`config.mk`:
```
export PLATFORM = sky130hd
export DESIGN_NAME = legacy_task_mode_control
export DESIGN_NICKNAME = d
export VERILOG_FILES = /design/src/logic/vm_task_pkg.sv /design/src/logic/legacy_task_mode_control.sv
export SDC_FILE = /design/constraint.sdc
export NUM_CORES = 1
export LEC_CHECK = 0
export ABC_AREA = 1
export BUFFER_PORTS_ARGS = -buffer_cell sky130_fd_sc_hd__buf_2
export CORE_AREA = 3 3 151 153
export DETAILED_ROUTE_END_ITERATION = 10
export DIE_AREA = 0 0 154 156
export PLACE_DENSITY = 0.8
export SLEW_MARGIN = 20
export SYNTH_ARGS = -nofsm -noshare
export SYNTH_HDL_FRONTEND = slang
export SYNTH_SLANG_ARGS = --single-unit
export TNS_END_PERCENT = 20
```
`constraint.sdc`:
```
create_clock -name sys_clk -period 2.3 [get_ports sys_clk]
set_input_delay 0 -clock sys_clk [delete_from_list [all_inputs] [get_ports sys_clk]]
set_output_delay 0 -clock sys_clk [all_outputs]
set_load 0.1 [all_outputs]
```
`src/logic/vm_task_pkg.sv`:
```
// Constants and types for the legacy task mode control block
package vm_task_pkg;
  // ----------------------------------------
  // Processor flags register layout
  // ----------------------------------------
  localparam int unsigned VM_BIT    = 17;
  localparam int unsigned IO_PRIVILEGE_LEVEL_LO   = 12;
  localparam logic [31:0] FLAGS_RST = 32'h0000_0002;
  localparam logic [31:0] LOW_WORD  = 32'h0000_ffff;
  localparam logic [1:0]  PL_USER   = 2'h3;
  localparam logic [1:0]  PL_KERNEL = 2'h0;
  // ----------------------------------------
  // Vector numbers
  // ----------------------------------------
  localparam logic [7:0] VEC_RSV9  = 8'h09;
  localparam logic [7:0] VEC_TASK  = 8'h0a;
  localparam logic [7:0] VEC_ABSNT = 8'h0b;
  localparam logic [7:0] VEC_GP    = 8'h0d;
  localparam logic [7:0] VEC_RSV15 = 8'h0f;
  localparam logic [7:0] VEC_RSVLO = 8'h13;
  localparam logic [7:0] VEC_RSVHI = 8'h1f;
  localparam logic [7:0] VEC_UD    = 8'h06;
  // ----------------------------------------
  // Register offsets (byte addresses)
  // ----------------------------------------
  localparam logic [7:0] OFS_CTRL   = 8'h00;
  localparam logic [7:0] OFS_FLAGS  = 8'h04;
  localparam logic [7:0] OFS_STATUS = 8'h08;
  localparam logic [7:0] OFS_LIN    = 8'h0c;
  localparam logic [7:0] OFS_BASE   = 8'h10;
  // STATUS fields
  localparam int unsigned ST_DROP = 2;
  localparam int unsigned ST_GP   = 3;
  localparam int unsigned ST_UD   = 4;
  localparam int unsigned ST_GEN  = 5;
  localparam int unsigned ST_VLO  = 8;
  // ----------------------------------------
  // Modes and instruction classes
  // ----------------------------------------
  typedef enum logic [1:0] {
    MODE_REAL   = 2'b00,
    MODE_PROT   = 2'b01,
    MODE_LEGACY = 2'b10
  } mode_t;
  typedef enum logic [3:0] {
    IC_PLAIN  = 4'b0000,
    IC_IFLAG  = 4'b0001,
    IC_PUSHF  = 4'b0010,
    IC_POPF   = 4'b0011,
    IC_SWINT  = 4'b0100,
    IC_INTERRUPT_RETURN_INSTRUCTION   = 4'b0101,
    IC_PORTIO = 4'b0110,
    IC_HALT   = 4'b0111,
    IC_PMONLY = 4'b1000
  } iclass_t;
  // ----------------------------------------
  // Block state, apart from the cached mode and privilege flops
  // ----------------------------------------
  typedef struct packed {
    logic [31:0] flags;
    logic        pe;
    logic [31:0] segBase;
    logic [31:0] linAddr;
    logic        vecValid;
    logic [7:0]  vecOut;
    logic        vecGeneral;
    logic        gpFault;
    logic        udFault;
    logic        dropped;
    logic [7:0]  lastVec;
    logic        initMeta;
    logic        initSync;
    logic        initPrev;
    logic        pready;
    logic        pslverr;
    logic [31:0] prdata;
  } state_t;
endpackage

```
`src/logic/legacy_task_mode_control.sv`:
```
// Legacy 16-bit task mode control with APB register access
//
// Behaviour
// - Vectors 10 and 11 may be raised in legacy mode, never in real mode.
// - Vectors 9, 15, 19-31 are never raised in legacy or real mode.
// - Vector 13 means segment overrun in real mode, general fault else.
// - Legacy mode is active exactly while the mode flag is one; a switch or return in the cycle protection drops can leave it set in real mode.
// - Mode flag is set only by a task switch or interrupt return.
// - Flag-pop writes cannot change the mode flag.
// - Segment loads use descriptor base in protected mode, shift-by-four base else.
// - Decode uses the mode flag for unsupported and IO_PRIVILEGE_LEVEL-checked opcodes.
// - Legacy mode runs all permission checks at privilege level 3.
// - A 16-bit task segment never loads the upper flags word.
// - 20-bit legacy addresses are zero-extended to 32 bits, never wrapped.
// - Legacy mode faults flag, push/pop, soft int, return when IO_PRIVILEGE_LEVEL < 3.
// - Reset or init pin leaves legacy mode and enters real mode.
//
// Local design decisions: register access over APB and the placing of the registers.
`timescale 1ns/100ps
module legacy_task_mode_control (
  input  wire logic        sys_clk,
  input  wire logic        rst_b,
  // APB slave
  input  wire logic        psel,
  input  wire logic        penable,
  input  wire logic        pwrite,
  input  wire logic [7:0]  paddr,
  input  wire logic [31:0] pwdata,
  output logic             pready,
  output logic             pslverr,
  output logic [31:0]      prdata,
  // Init pin from outside the clock domain
  input  wire logic        initPin,
  // Core events, same clock
  input  wire logic        taskSwitchReq,
  input  wire logic        newTss32,
  input  wire logic [31:0] taskFlagsImage,
  input  wire logic        iretReq,
  input  wire logic [31:0] iretFlagsImage,
  input  wire logic        flagPopReq,
  input  wire logic [31:0] flagPopValue,
  input  wire logic        segLoadReq,
  input  wire logic [15:0] segSelector,
  input  wire logic [31:0] descBase,
  input  wire logic        addrReq,
  input  wire logic [31:0] addrOffset,
  input  wire logic        decodeReq,
  input  wire logic [3:0]  instrClass,
  input  wire logic [1:0]  descPrivLevel,
  input  wire logic        excReq,
  input  wire logic [7:0]  excVector,
  // Status towards the core
  output logic             vmFlag,
  output logic [1:0]       modeOut,
  output logic [1:0]       curPrivLevel,
  output logic [31:0]      segBase,
  output logic [31:0]      linearAddr,
  output logic             vecValid,
  output logic [7:0]       vecOut,
  output logic             vecGeneral,
  output logic             gpFault,
  output logic             udFault
);

  // ----------------------------------------
  // Helper functions
  // ----------------------------------------
  // Mode from the flags and protection enable
  function automatic vm_task_pkg::mode_t modeOf(
    input logic [31:0] f,
    input logic        p
  );
    if (!p) begin
      modeOf = vm_task_pkg::MODE_REAL;
    end else if (f[vm_task_pkg::VM_BIT]) begin
      modeOf = vm_task_pkg::MODE_LEGACY;
    end else begin
      modeOf = vm_task_pkg::MODE_PROT;
    end
  endfunction

  function automatic logic [1:0] ioplOf(input logic [31:0] f);
    ioplOf = f[vm_task_pkg::IO_PRIVILEGE_LEVEL_LO +: 2];
  endfunction

  // Effective privilege level used for every permission check
  function automatic logic [1:0] privOf(
    input logic [31:0] f,
    input logic        p,
    input logic [1:0]  d
  );
    if (modeOf(f, p) == vm_task_pkg::MODE_LEGACY) begin
      privOf = vm_task_pkg::PL_USER;
    end else if (!p) begin
      privOf = vm_task_pkg::PL_KERNEL;
    end else begin
      privOf = d;
    end
  endfunction

  // Vectors that may leave the block in a given mode
  function automatic logic vecAllowed(
    input logic [7:0]          v,
    input vm_task_pkg::mode_t  m
  );
    logic rsv;
    rsv = (v == vm_task_pkg::VEC_RSV9) || (v == vm_task_pkg::VEC_RSV15)
       || (v >= vm_task_pkg::VEC_RSVLO && v <= vm_task_pkg::VEC_RSVHI);
    if (m == vm_task_pkg::MODE_PROT) begin
      vecAllowed = 1'b1;
    end else if (rsv) begin
      vecAllowed = 1'b0;
    end else if (v == vm_task_pkg::VEC_TASK || v == vm_task_pkg::VEC_ABSNT) begin
      vecAllowed = (m == vm_task_pkg::MODE_LEGACY);
    end else begin
      vecAllowed = 1'b1;
    end
  endfunction

  // Mapped register check
  function automatic logic isMapped(input logic [7:0] a);
    if (a == vm_task_pkg::OFS_CTRL) begin
      isMapped = 1'b1;
    end else if (a == vm_task_pkg::OFS_FLAGS) begin
      isMapped = 1'b1;
    end else if (a == vm_task_pkg::OFS_STATUS) begin
      isMapped = 1'b1;
    end else if (a == vm_task_pkg::OFS_LIN) begin
      isMapped = 1'b1;
    end else if (a == vm_task_pkg::OFS_BASE) begin
      isMapped = 1'b1;
    end else begin
      isMapped = 1'b0;
    end
  endfunction

  // Flag-pop value merge: mode flag always keeps its old value
  function automatic logic [31:0] popMerge(
    input logic [31:0] oldF,
    input logic [31:0] newF
  );
    popMerge = newF;
    popMerge[vm_task_pkg::VM_BIT] = oldF[vm_task_pkg::VM_BIT];
  endfunction

  // ----------------------------------------
  // State
  // ----------------------------------------
  vm_task_pkg::state_t s_r;
  vm_task_pkg::state_t s_nxt;
  vm_task_pkg::mode_t  mode;
  logic [1:0]          io_privilege_level;
  logic [1:0]          current_privilege_level;
  logic                apbAcc;
  logic                ioplLow;
  logic [31:0]         rdVal;
  logic [31:0]         statusVal;

  assign mode    = modeOf(s_r.flags, s_r.pe);
  assign io_privilege_level    = ioplOf(s_r.flags);
  assign current_privilege_level     = privOf(s_r.flags, s_r.pe, descPrivLevel);
  assign apbAcc  = psel & penable;
  assign ioplLow = (io_privilege_level != vm_task_pkg::PL_USER);

  // Status word as seen by software
  always_comb begin
    statusVal = '0;
    statusVal[1:0] = mode;
    statusVal[vm_task_pkg::ST_DROP] = s_r.dropped;
    statusVal[vm_task_pkg::ST_GP]   = s_r.gpFault;
    statusVal[vm_task_pkg::ST_UD]   = s_r.udFault;
    statusVal[vm_task_pkg::ST_GEN]  = s_r.vecGeneral;
    statusVal[vm_task_pkg::ST_VLO +: 8] = s_r.lastVec;
  end

  // Read data decode; unmapped reads return zero
  always_comb begin
    if (paddr == vm_task_pkg::OFS_CTRL) begin
      rdVal = {31'h0, s_r.pe};
    end else if (paddr == vm_task_pkg::OFS_FLAGS) begin
      rdVal = s_r.flags;
    end else if (paddr == vm_task_pkg::OFS_STATUS) begin
      rdVal = statusVal;
    end else if (paddr == vm_task_pkg::OFS_LIN) begin
      rdVal = s_r.linAddr;
    end else if (paddr == vm_task_pkg::OFS_BASE) begin
      rdVal = s_r.segBase;
    end else begin
      rdVal = '0;
    end
  end

  // ----------------------------------------
  // Next state
  // ----------------------------------------
  always_comb begin
    s_nxt = s_r;
    s_nxt.vecValid = 1'b0;
    s_nxt.gpFault  = 1'b0;
    s_nxt.udFault  = 1'b0;
    s_nxt.pready   = 1'b0;
    s_nxt.pslverr  = 1'b0;
    // Init pin synchroniser; the edge is taken from the second and third stages
    s_nxt.initMeta = initPin;
    s_nxt.initSync = s_r.initMeta;
    s_nxt.initPrev = s_r.initSync;

    // APB: one wait state, answer registered
    if (apbAcc && !s_r.pready) begin
      s_nxt.pready  = 1'b1;
      s_nxt.pslverr = !isMapped(paddr);
      s_nxt.prdata  = rdVal;
    end
    if (apbAcc && s_r.pready && pwrite && !s_r.pslverr) begin
      if (paddr == vm_task_pkg::OFS_CTRL) begin
        s_nxt.pe = pwdata[0];
        // Dropping protection also drops the legacy mode
        if (!pwdata[0]) begin
          s_nxt.flags[vm_task_pkg::VM_BIT] = 1'b0;
        end
      end else if (paddr == vm_task_pkg::OFS_FLAGS) begin
        s_nxt.flags = popMerge(s_r.flags, pwdata);
      end else if (paddr == vm_task_pkg::OFS_STATUS) begin
        if (pwdata[vm_task_pkg::ST_DROP]) begin
          s_nxt.dropped = 1'b0;
        end
      end
    end

    // Flag-pop from the core; in legacy mode it is IO_PRIVILEGE_LEVEL sensitive
    if (flagPopReq) begin
      if (mode == vm_task_pkg::MODE_LEGACY && ioplLow) begin
        s_nxt.gpFault = 1'b1;
      end else begin
        s_nxt.flags = popMerge(s_r.flags, flagPopValue);
      end
    end

    // Interrupt return: only path besides a task switch that sets the flag
    if (iretReq) begin
      if (mode == vm_task_pkg::MODE_LEGACY) begin
        if (ioplLow) begin
          s_nxt.gpFault = 1'b1;
        end else begin
          s_nxt.flags = popMerge(s_r.flags, iretFlagsImage);
        end
      end else if (mode == vm_task_pkg::MODE_PROT
                   && current_privilege_level == vm_task_pkg::PL_KERNEL) begin
        s_nxt.flags = iretFlagsImage;
      end else begin
        s_nxt.flags = popMerge(s_r.flags, iretFlagsImage);
      end
    end

    // Task switch loads the image; a 16-bit segment has no upper word
    if (taskSwitchReq && s_r.pe) begin
      if (newTss32) begin
        s_nxt.flags = taskFlagsImage;
      end else begin
        s_nxt.flags = taskFlagsImage & vm_task_pkg::LOW_WORD;
      end
    end

    // Segment base uses the flag as updated by a same-cycle switch
    if (segLoadReq) begin
      if (modeOf(s_nxt.flags, s_nxt.pe) == vm_task_pkg::MODE_PROT) begin
        s_nxt.segBase = descBase;
      end else begin
        s_nxt.segBase = {12'h000, segSelector, 4'h0};
      end
    end

    // Linear address: 16-bit offsets outside protected mode, no wrap
    if (addrReq) begin
      if (mode == vm_task_pkg::MODE_PROT) begin
        s_nxt.linAddr = s_r.segBase + addrOffset;
      end else begin
        // Carry into bit 20 is kept; paging handles any wrap
        s_nxt.linAddr = {11'h000, s_r.segBase[19:0] + {5'h00,
                         addrOffset[15:0]}};
      end
    end

    // Decode checks
    if (decodeReq) begin
      if (mode == vm_task_pkg::MODE_LEGACY) begin
        case (instrClass)
          vm_task_pkg::IC_IFLAG, vm_task_pkg::IC_PUSHF,
          vm_task_pkg::IC_POPF, vm_task_pkg::IC_SWINT,
          vm_task_pkg::IC_INTERRUPT_RETURN_INSTRUCTION: begin
            s_nxt.gpFault = ioplLow;
          end
          vm_task_pkg::IC_HALT: begin
            s_nxt.gpFault = 1'b1;
          end
          vm_task_pkg::IC_PMONLY: begin
            s_nxt.udFault = 1'b1;
          end
          default: begin
            s_nxt.gpFault = 1'b0;
          end
        endcase
      end else if (mode == vm_task_pkg::MODE_PROT) begin
        case (instrClass)
          vm_task_pkg::IC_IFLAG, vm_task_pkg::IC_PORTIO: begin
            s_nxt.gpFault = (current_privilege_level > io_privilege_level);
          end
          vm_task_pkg::IC_HALT: begin
            s_nxt.gpFault = (current_privilege_level != vm_task_pkg::PL_KERNEL);
          end
          default: begin
            s_nxt.gpFault = 1'b0;
          end
        endcase
      end else if (instrClass == vm_task_pkg::IC_PMONLY) begin
        s_nxt.udFault = 1'b1;
      end
    end

    // Vector filter; a drop sets the sticky bit, winning over a clear
    if (excReq) begin
      if (vecAllowed(excVector, mode)) begin
        s_nxt.vecValid   = 1'b1;
        s_nxt.vecOut     = excVector;
        s_nxt.lastVec    = excVector;
        s_nxt.vecGeneral = (excVector == vm_task_pkg::VEC_GP)
                         && (mode != vm_task_pkg::MODE_REAL);
      end else begin
        s_nxt.dropped = 1'b1;
      end
    end

    // Init pin edge overrides flags, protection enable and segment base: back to real mode
    if (s_r.initSync && !s_r.initPrev) begin
      s_nxt.flags   = vm_task_pkg::FLAGS_RST;
      s_nxt.pe      = 1'b0;
      s_nxt.segBase = '0;
    end
  end

  // ----------------------------------------
  // State register; reset lands in real mode
  // ----------------------------------------
  always_ff @(posedge sys_clk or negedge rst_b) begin
    if (!rst_b) begin
      s_r <= '0;
      s_r.flags <= vm_task_pkg::FLAGS_RST;
    end else begin
      s_r <= s_nxt;
    end
  end

  // Cached mode and privilege so outputs come from flops
  logic [1:0] modeOut_r;
  logic [1:0] curPriv_r;
  always_ff @(posedge sys_clk or negedge rst_b) begin
    if (!rst_b) begin
      modeOut_r <= vm_task_pkg::MODE_REAL;
      curPriv_r <= vm_task_pkg::PL_KERNEL;
    end else begin
      modeOut_r <= modeOf(s_nxt.flags, s_nxt.pe);
      curPriv_r <= privOf(s_nxt.flags, s_nxt.pe, descPrivLevel);
    end
  end

  // ----------------------------------------
  // Outputs
  // ----------------------------------------
  assign pready       = s_r.pready;
  assign pslverr      = s_r.pslverr;
  assign prdata       = s_r.prdata;
  assign vmFlag       = s_r.flags[vm_task_pkg::VM_BIT];
  assign modeOut      = modeOut_r;
  assign curPrivLevel = curPriv_r;
  assign segBase      = s_r.segBase;
  assign linearAddr   = s_r.linAddr;
  assign vecValid     = s_r.vecValid;
  assign vecOut       = s_r.vecOut;
  assign vecGeneral   = s_r.vecGeneral;
  assign gpFault      = s_r.gpFault;
  assign udFault      = s_r.udFault;

endmodule // legacy_task_mode_control

```
==> results.py <==
metrics = {
    "run_status": {
        "status": "finished, violations left",
        "violations": "design-rule violations",
    },
    "timing": {
        "slew_viol_final": 0,
        "fin_worst_skew_ps": 12.0,
        "worstMarginPinSlew_ps": 708,
        "fmax_ghz": 0.466,
        "setup_tns_ps": 0,
        "relSlewSlack": 0.525,
        "hold_viol_final": 0,
        "min_period_ps": 2150,
        "period_share": 0.934,
        "rsz0062_at_grt": "no",
        "setup-violations-final": 0,
    },
    "synthesis": {
        "synth_most_common_cell": "nand2_1",
        "synth-seq-cells": 151,
        "syn_area_mm2": 0.0111,
        "syn_nets": 1954,
        "yosysTopAreaCell": "dfrtp_1",
        "syn_area_per_cell_um2": 6.65,
        "syn_inst": 1676,
        "netlist.area_leader.share": 0.337,
        "yosysSeqAreaShare": 0.339,
        "synth_common_cells": "nand2_1, inv_1, dfrtp_1",
        "synth_cell_type_count": 42,
        "synth_edf_count": 0,
        "synth_area_leaders": "dfrtp_1, nand2_1, buf_4",
        "synth_flop_cell": "dfrtp_1",
        "yosysWarnings": 0,
        "async_reset_ff_frac": 1.00,
    },
    "setup_path": {
        "crit_required_ps": 2610,
        "worstSetupEndpointType": "register",
        "path_class": "register to register",
        "critPathLaunchType": "register",
        "crit_fanout": 4,
        "worst_ep_arrival_time_ps": 2460,
    },
    "power_and_ir_drop": {
        "leakage_nw": 8.09,
        "peakVddDrop_uv": 532,
        "powerDensity_mw_per_mm2": 629,
    },
    "layout": {
        "area_growth_syn_to_layout_pct": 36.0,
        "nets": 2398,
        "seq_area_mm2": 0.00378,
        "design_area_mm2": 0.0152,
        "multiInputGateArea_mm2": 0.00564,
        "diodes": 0,
        "drive_gt1_frac": 0.227,
        "nFillCells": 1716,
    },
    "die": {
        "floorplan.initialDensity": 0.514,
        "rows": 54,
        "die_w_um": 154,
        "io_pins": 359,
        "die_y_um": 156,
        "core_area_mm2": 0.0217,
        "dieArea_mm2": 0.0240,
    },
    "job": {
        "drv_cap": 0,
    },
    "global_routing": {
        "grt_max_degree": 63,
        "antenna_found_initial": 0,
        "track_usage": 0.394,
        "met3_usage": 0.109,
        "grt_pass1_vias": 13600,
        "grt_remaining_overflow": 0,
        "grt_pass1_wl_um": 74200,
        "top_usage_layer": "met2",
        "grtUsageMet1": 0.479,
        "grtUsageMet2": 0.632,
    },
    "placement": {
        "place_hpwl_um": 33600,
        "routabilityCongestion": 0.989,
        "portBuffers": 356,
        "placed_cell_area_mm2": 0.0128,
    },
    "drt": {
        "drt_iter0_drc": 1639,
        "drt-total-wl_um": 48800,
        "vias": 13900,
        "dr.pass1.iters": 11,
        "ant_nets": 0,
        "drc": 2,
        "wire_per_inst_um": 20.2,
        "via_per_inst": 5.75,
    },
    "clock_tree": {
        "clk_pin_slew_ps": 70,
        "cts_tree": "done",
        "htree_levels": 4,
        "clock_sinks": 151,
        "cts_buffers": 17,
        "clk-insertion-delay-late_ps": 440,
        "root_buffer": "clkbuf_16",
        "post_cts_buffers": 0,
        "clk_path_buf_depth": 2,
    },
    "worst_hold_path": {
        "hp-class": "input port to register",
    },
}
metal layers:
metal | up-vias | part of all wire
met5 | - | 0
met4 | 0 | 0.070
met3 | 305 | 0.11
met2 | 1048 | 0.46
met1 | 6268 | 0.37
li1 | 6246 | -
critical path, cell delays in order (launching register included):
cell	delay, ps
dfrtp_1	440
ha_1	370
nand2_1	150
inv_1	50
a21oi_1	220
nor2_1	60
nor2_1	80
o21ai_0	80
buf_4	170
or2_2	270
nand3_1	60
o21ai_0	70
power by group:
part | internal, mW | switching (mW) | total (mW)
sequential | 2.91 | 0.219 | 3.13
clock | 1.57 | 1.30 | 2.87
combinational | 0.928 | 2.61 | 3.54
total | 5.41 | 4.13 | 9.54
final cells by class:
type,count,area share
Clock buffer,18,0.0290
Timing Repair Buffer,597,0.270
Tap cell,280,0.0231
Sequential cell,151,0.249
Multi-Input combinational cell,1164,0.372
Clock inverter,14,0.0107
Inverter,189,0.0468
path summary, 6_finish.rpt:
kind	depth (start not counted)	end	slack (ps)	from
worst max register to register	11	linearAddr[13]	150	segBase[7]
worst max-delay path	11	linearAddr[13]	150	segBase[7]
min in group asynchronous	2	s_r[144]	130	rst_b
worst min register to register	0	s_nxt[34]	360	s_nxt[35]
max in group asynchronous	3	vmFlag	1360	rst_b
worst min-delay path	5	s_r[132]	30	pwdata[9]
cells in the final DEF, fill, tap and decap left out, types with 10 or more instances in the layout:
master	n
dlygate4sd3_1	176
buf_4	61
a21oi_1	120
nor2_1	118
nand2_1	499
dfrtp_1	148
o211ai_1	36
nand4_1	29
o22ai_1	14
a31oi_1	10
ha_1	32
buf_2	355
clkbuf_16	17
o21ai_0	89
nand3_1	145
inv_1	179
nor3_1	12
sequential cells by signal (all words and copies together), names as in the netlist:
register            count
curPrivLevel            2
gpFault                 1
io_privilege_level      2
linearAddr             32
modeOut                 2
prdata                 32
pready                  1
pslverr                 1
s_nxt                   2
s_r                    40
segBase                32
udFault                 1
vecGeneral              1
vecValid                1
vmFlag                  1
stage by stage:
stage | hold WS [ps] | cells | util | power [mW] | worst slack (ps)
final | 25.2 | 2413 | 0.699 | 9.54 | 152
after global routing | 35.6 | 2413 | 0.699 | 9.88 | 15.3
after CTS | 1.69 | 2413 | 0.698 | 9.47 | 109
after detailed placement | 40.6 | 2205 | 0.589 | 6.38 | 131
after global placement | 32.8 | 2205 | 0.589 | 6.35 | 190
after floorplan | -296 | 1676 | - | 5.66 | 42.2
cells by family after synthesis:
family,after synthesis,share of synthesized area
AO/OA/AOI/OAI,289,0.144
adder cells (fa/ha/maj),34,0.0388
AND/OR/NAND/NOR,830,0.311
XOR/XNOR,11,0.00864
flip-flops,151,0.339
buffers and inverters,361,0.159
repair_timing:
item                                   in CTS  in global routing
resized for setup                           0                  9
setup endpoints to repair                   0                 12
endpoints found under the hold margin     137                  0
hold buffers                              176                  0
No activity file was read; power rests on OpenSTA's default activity.
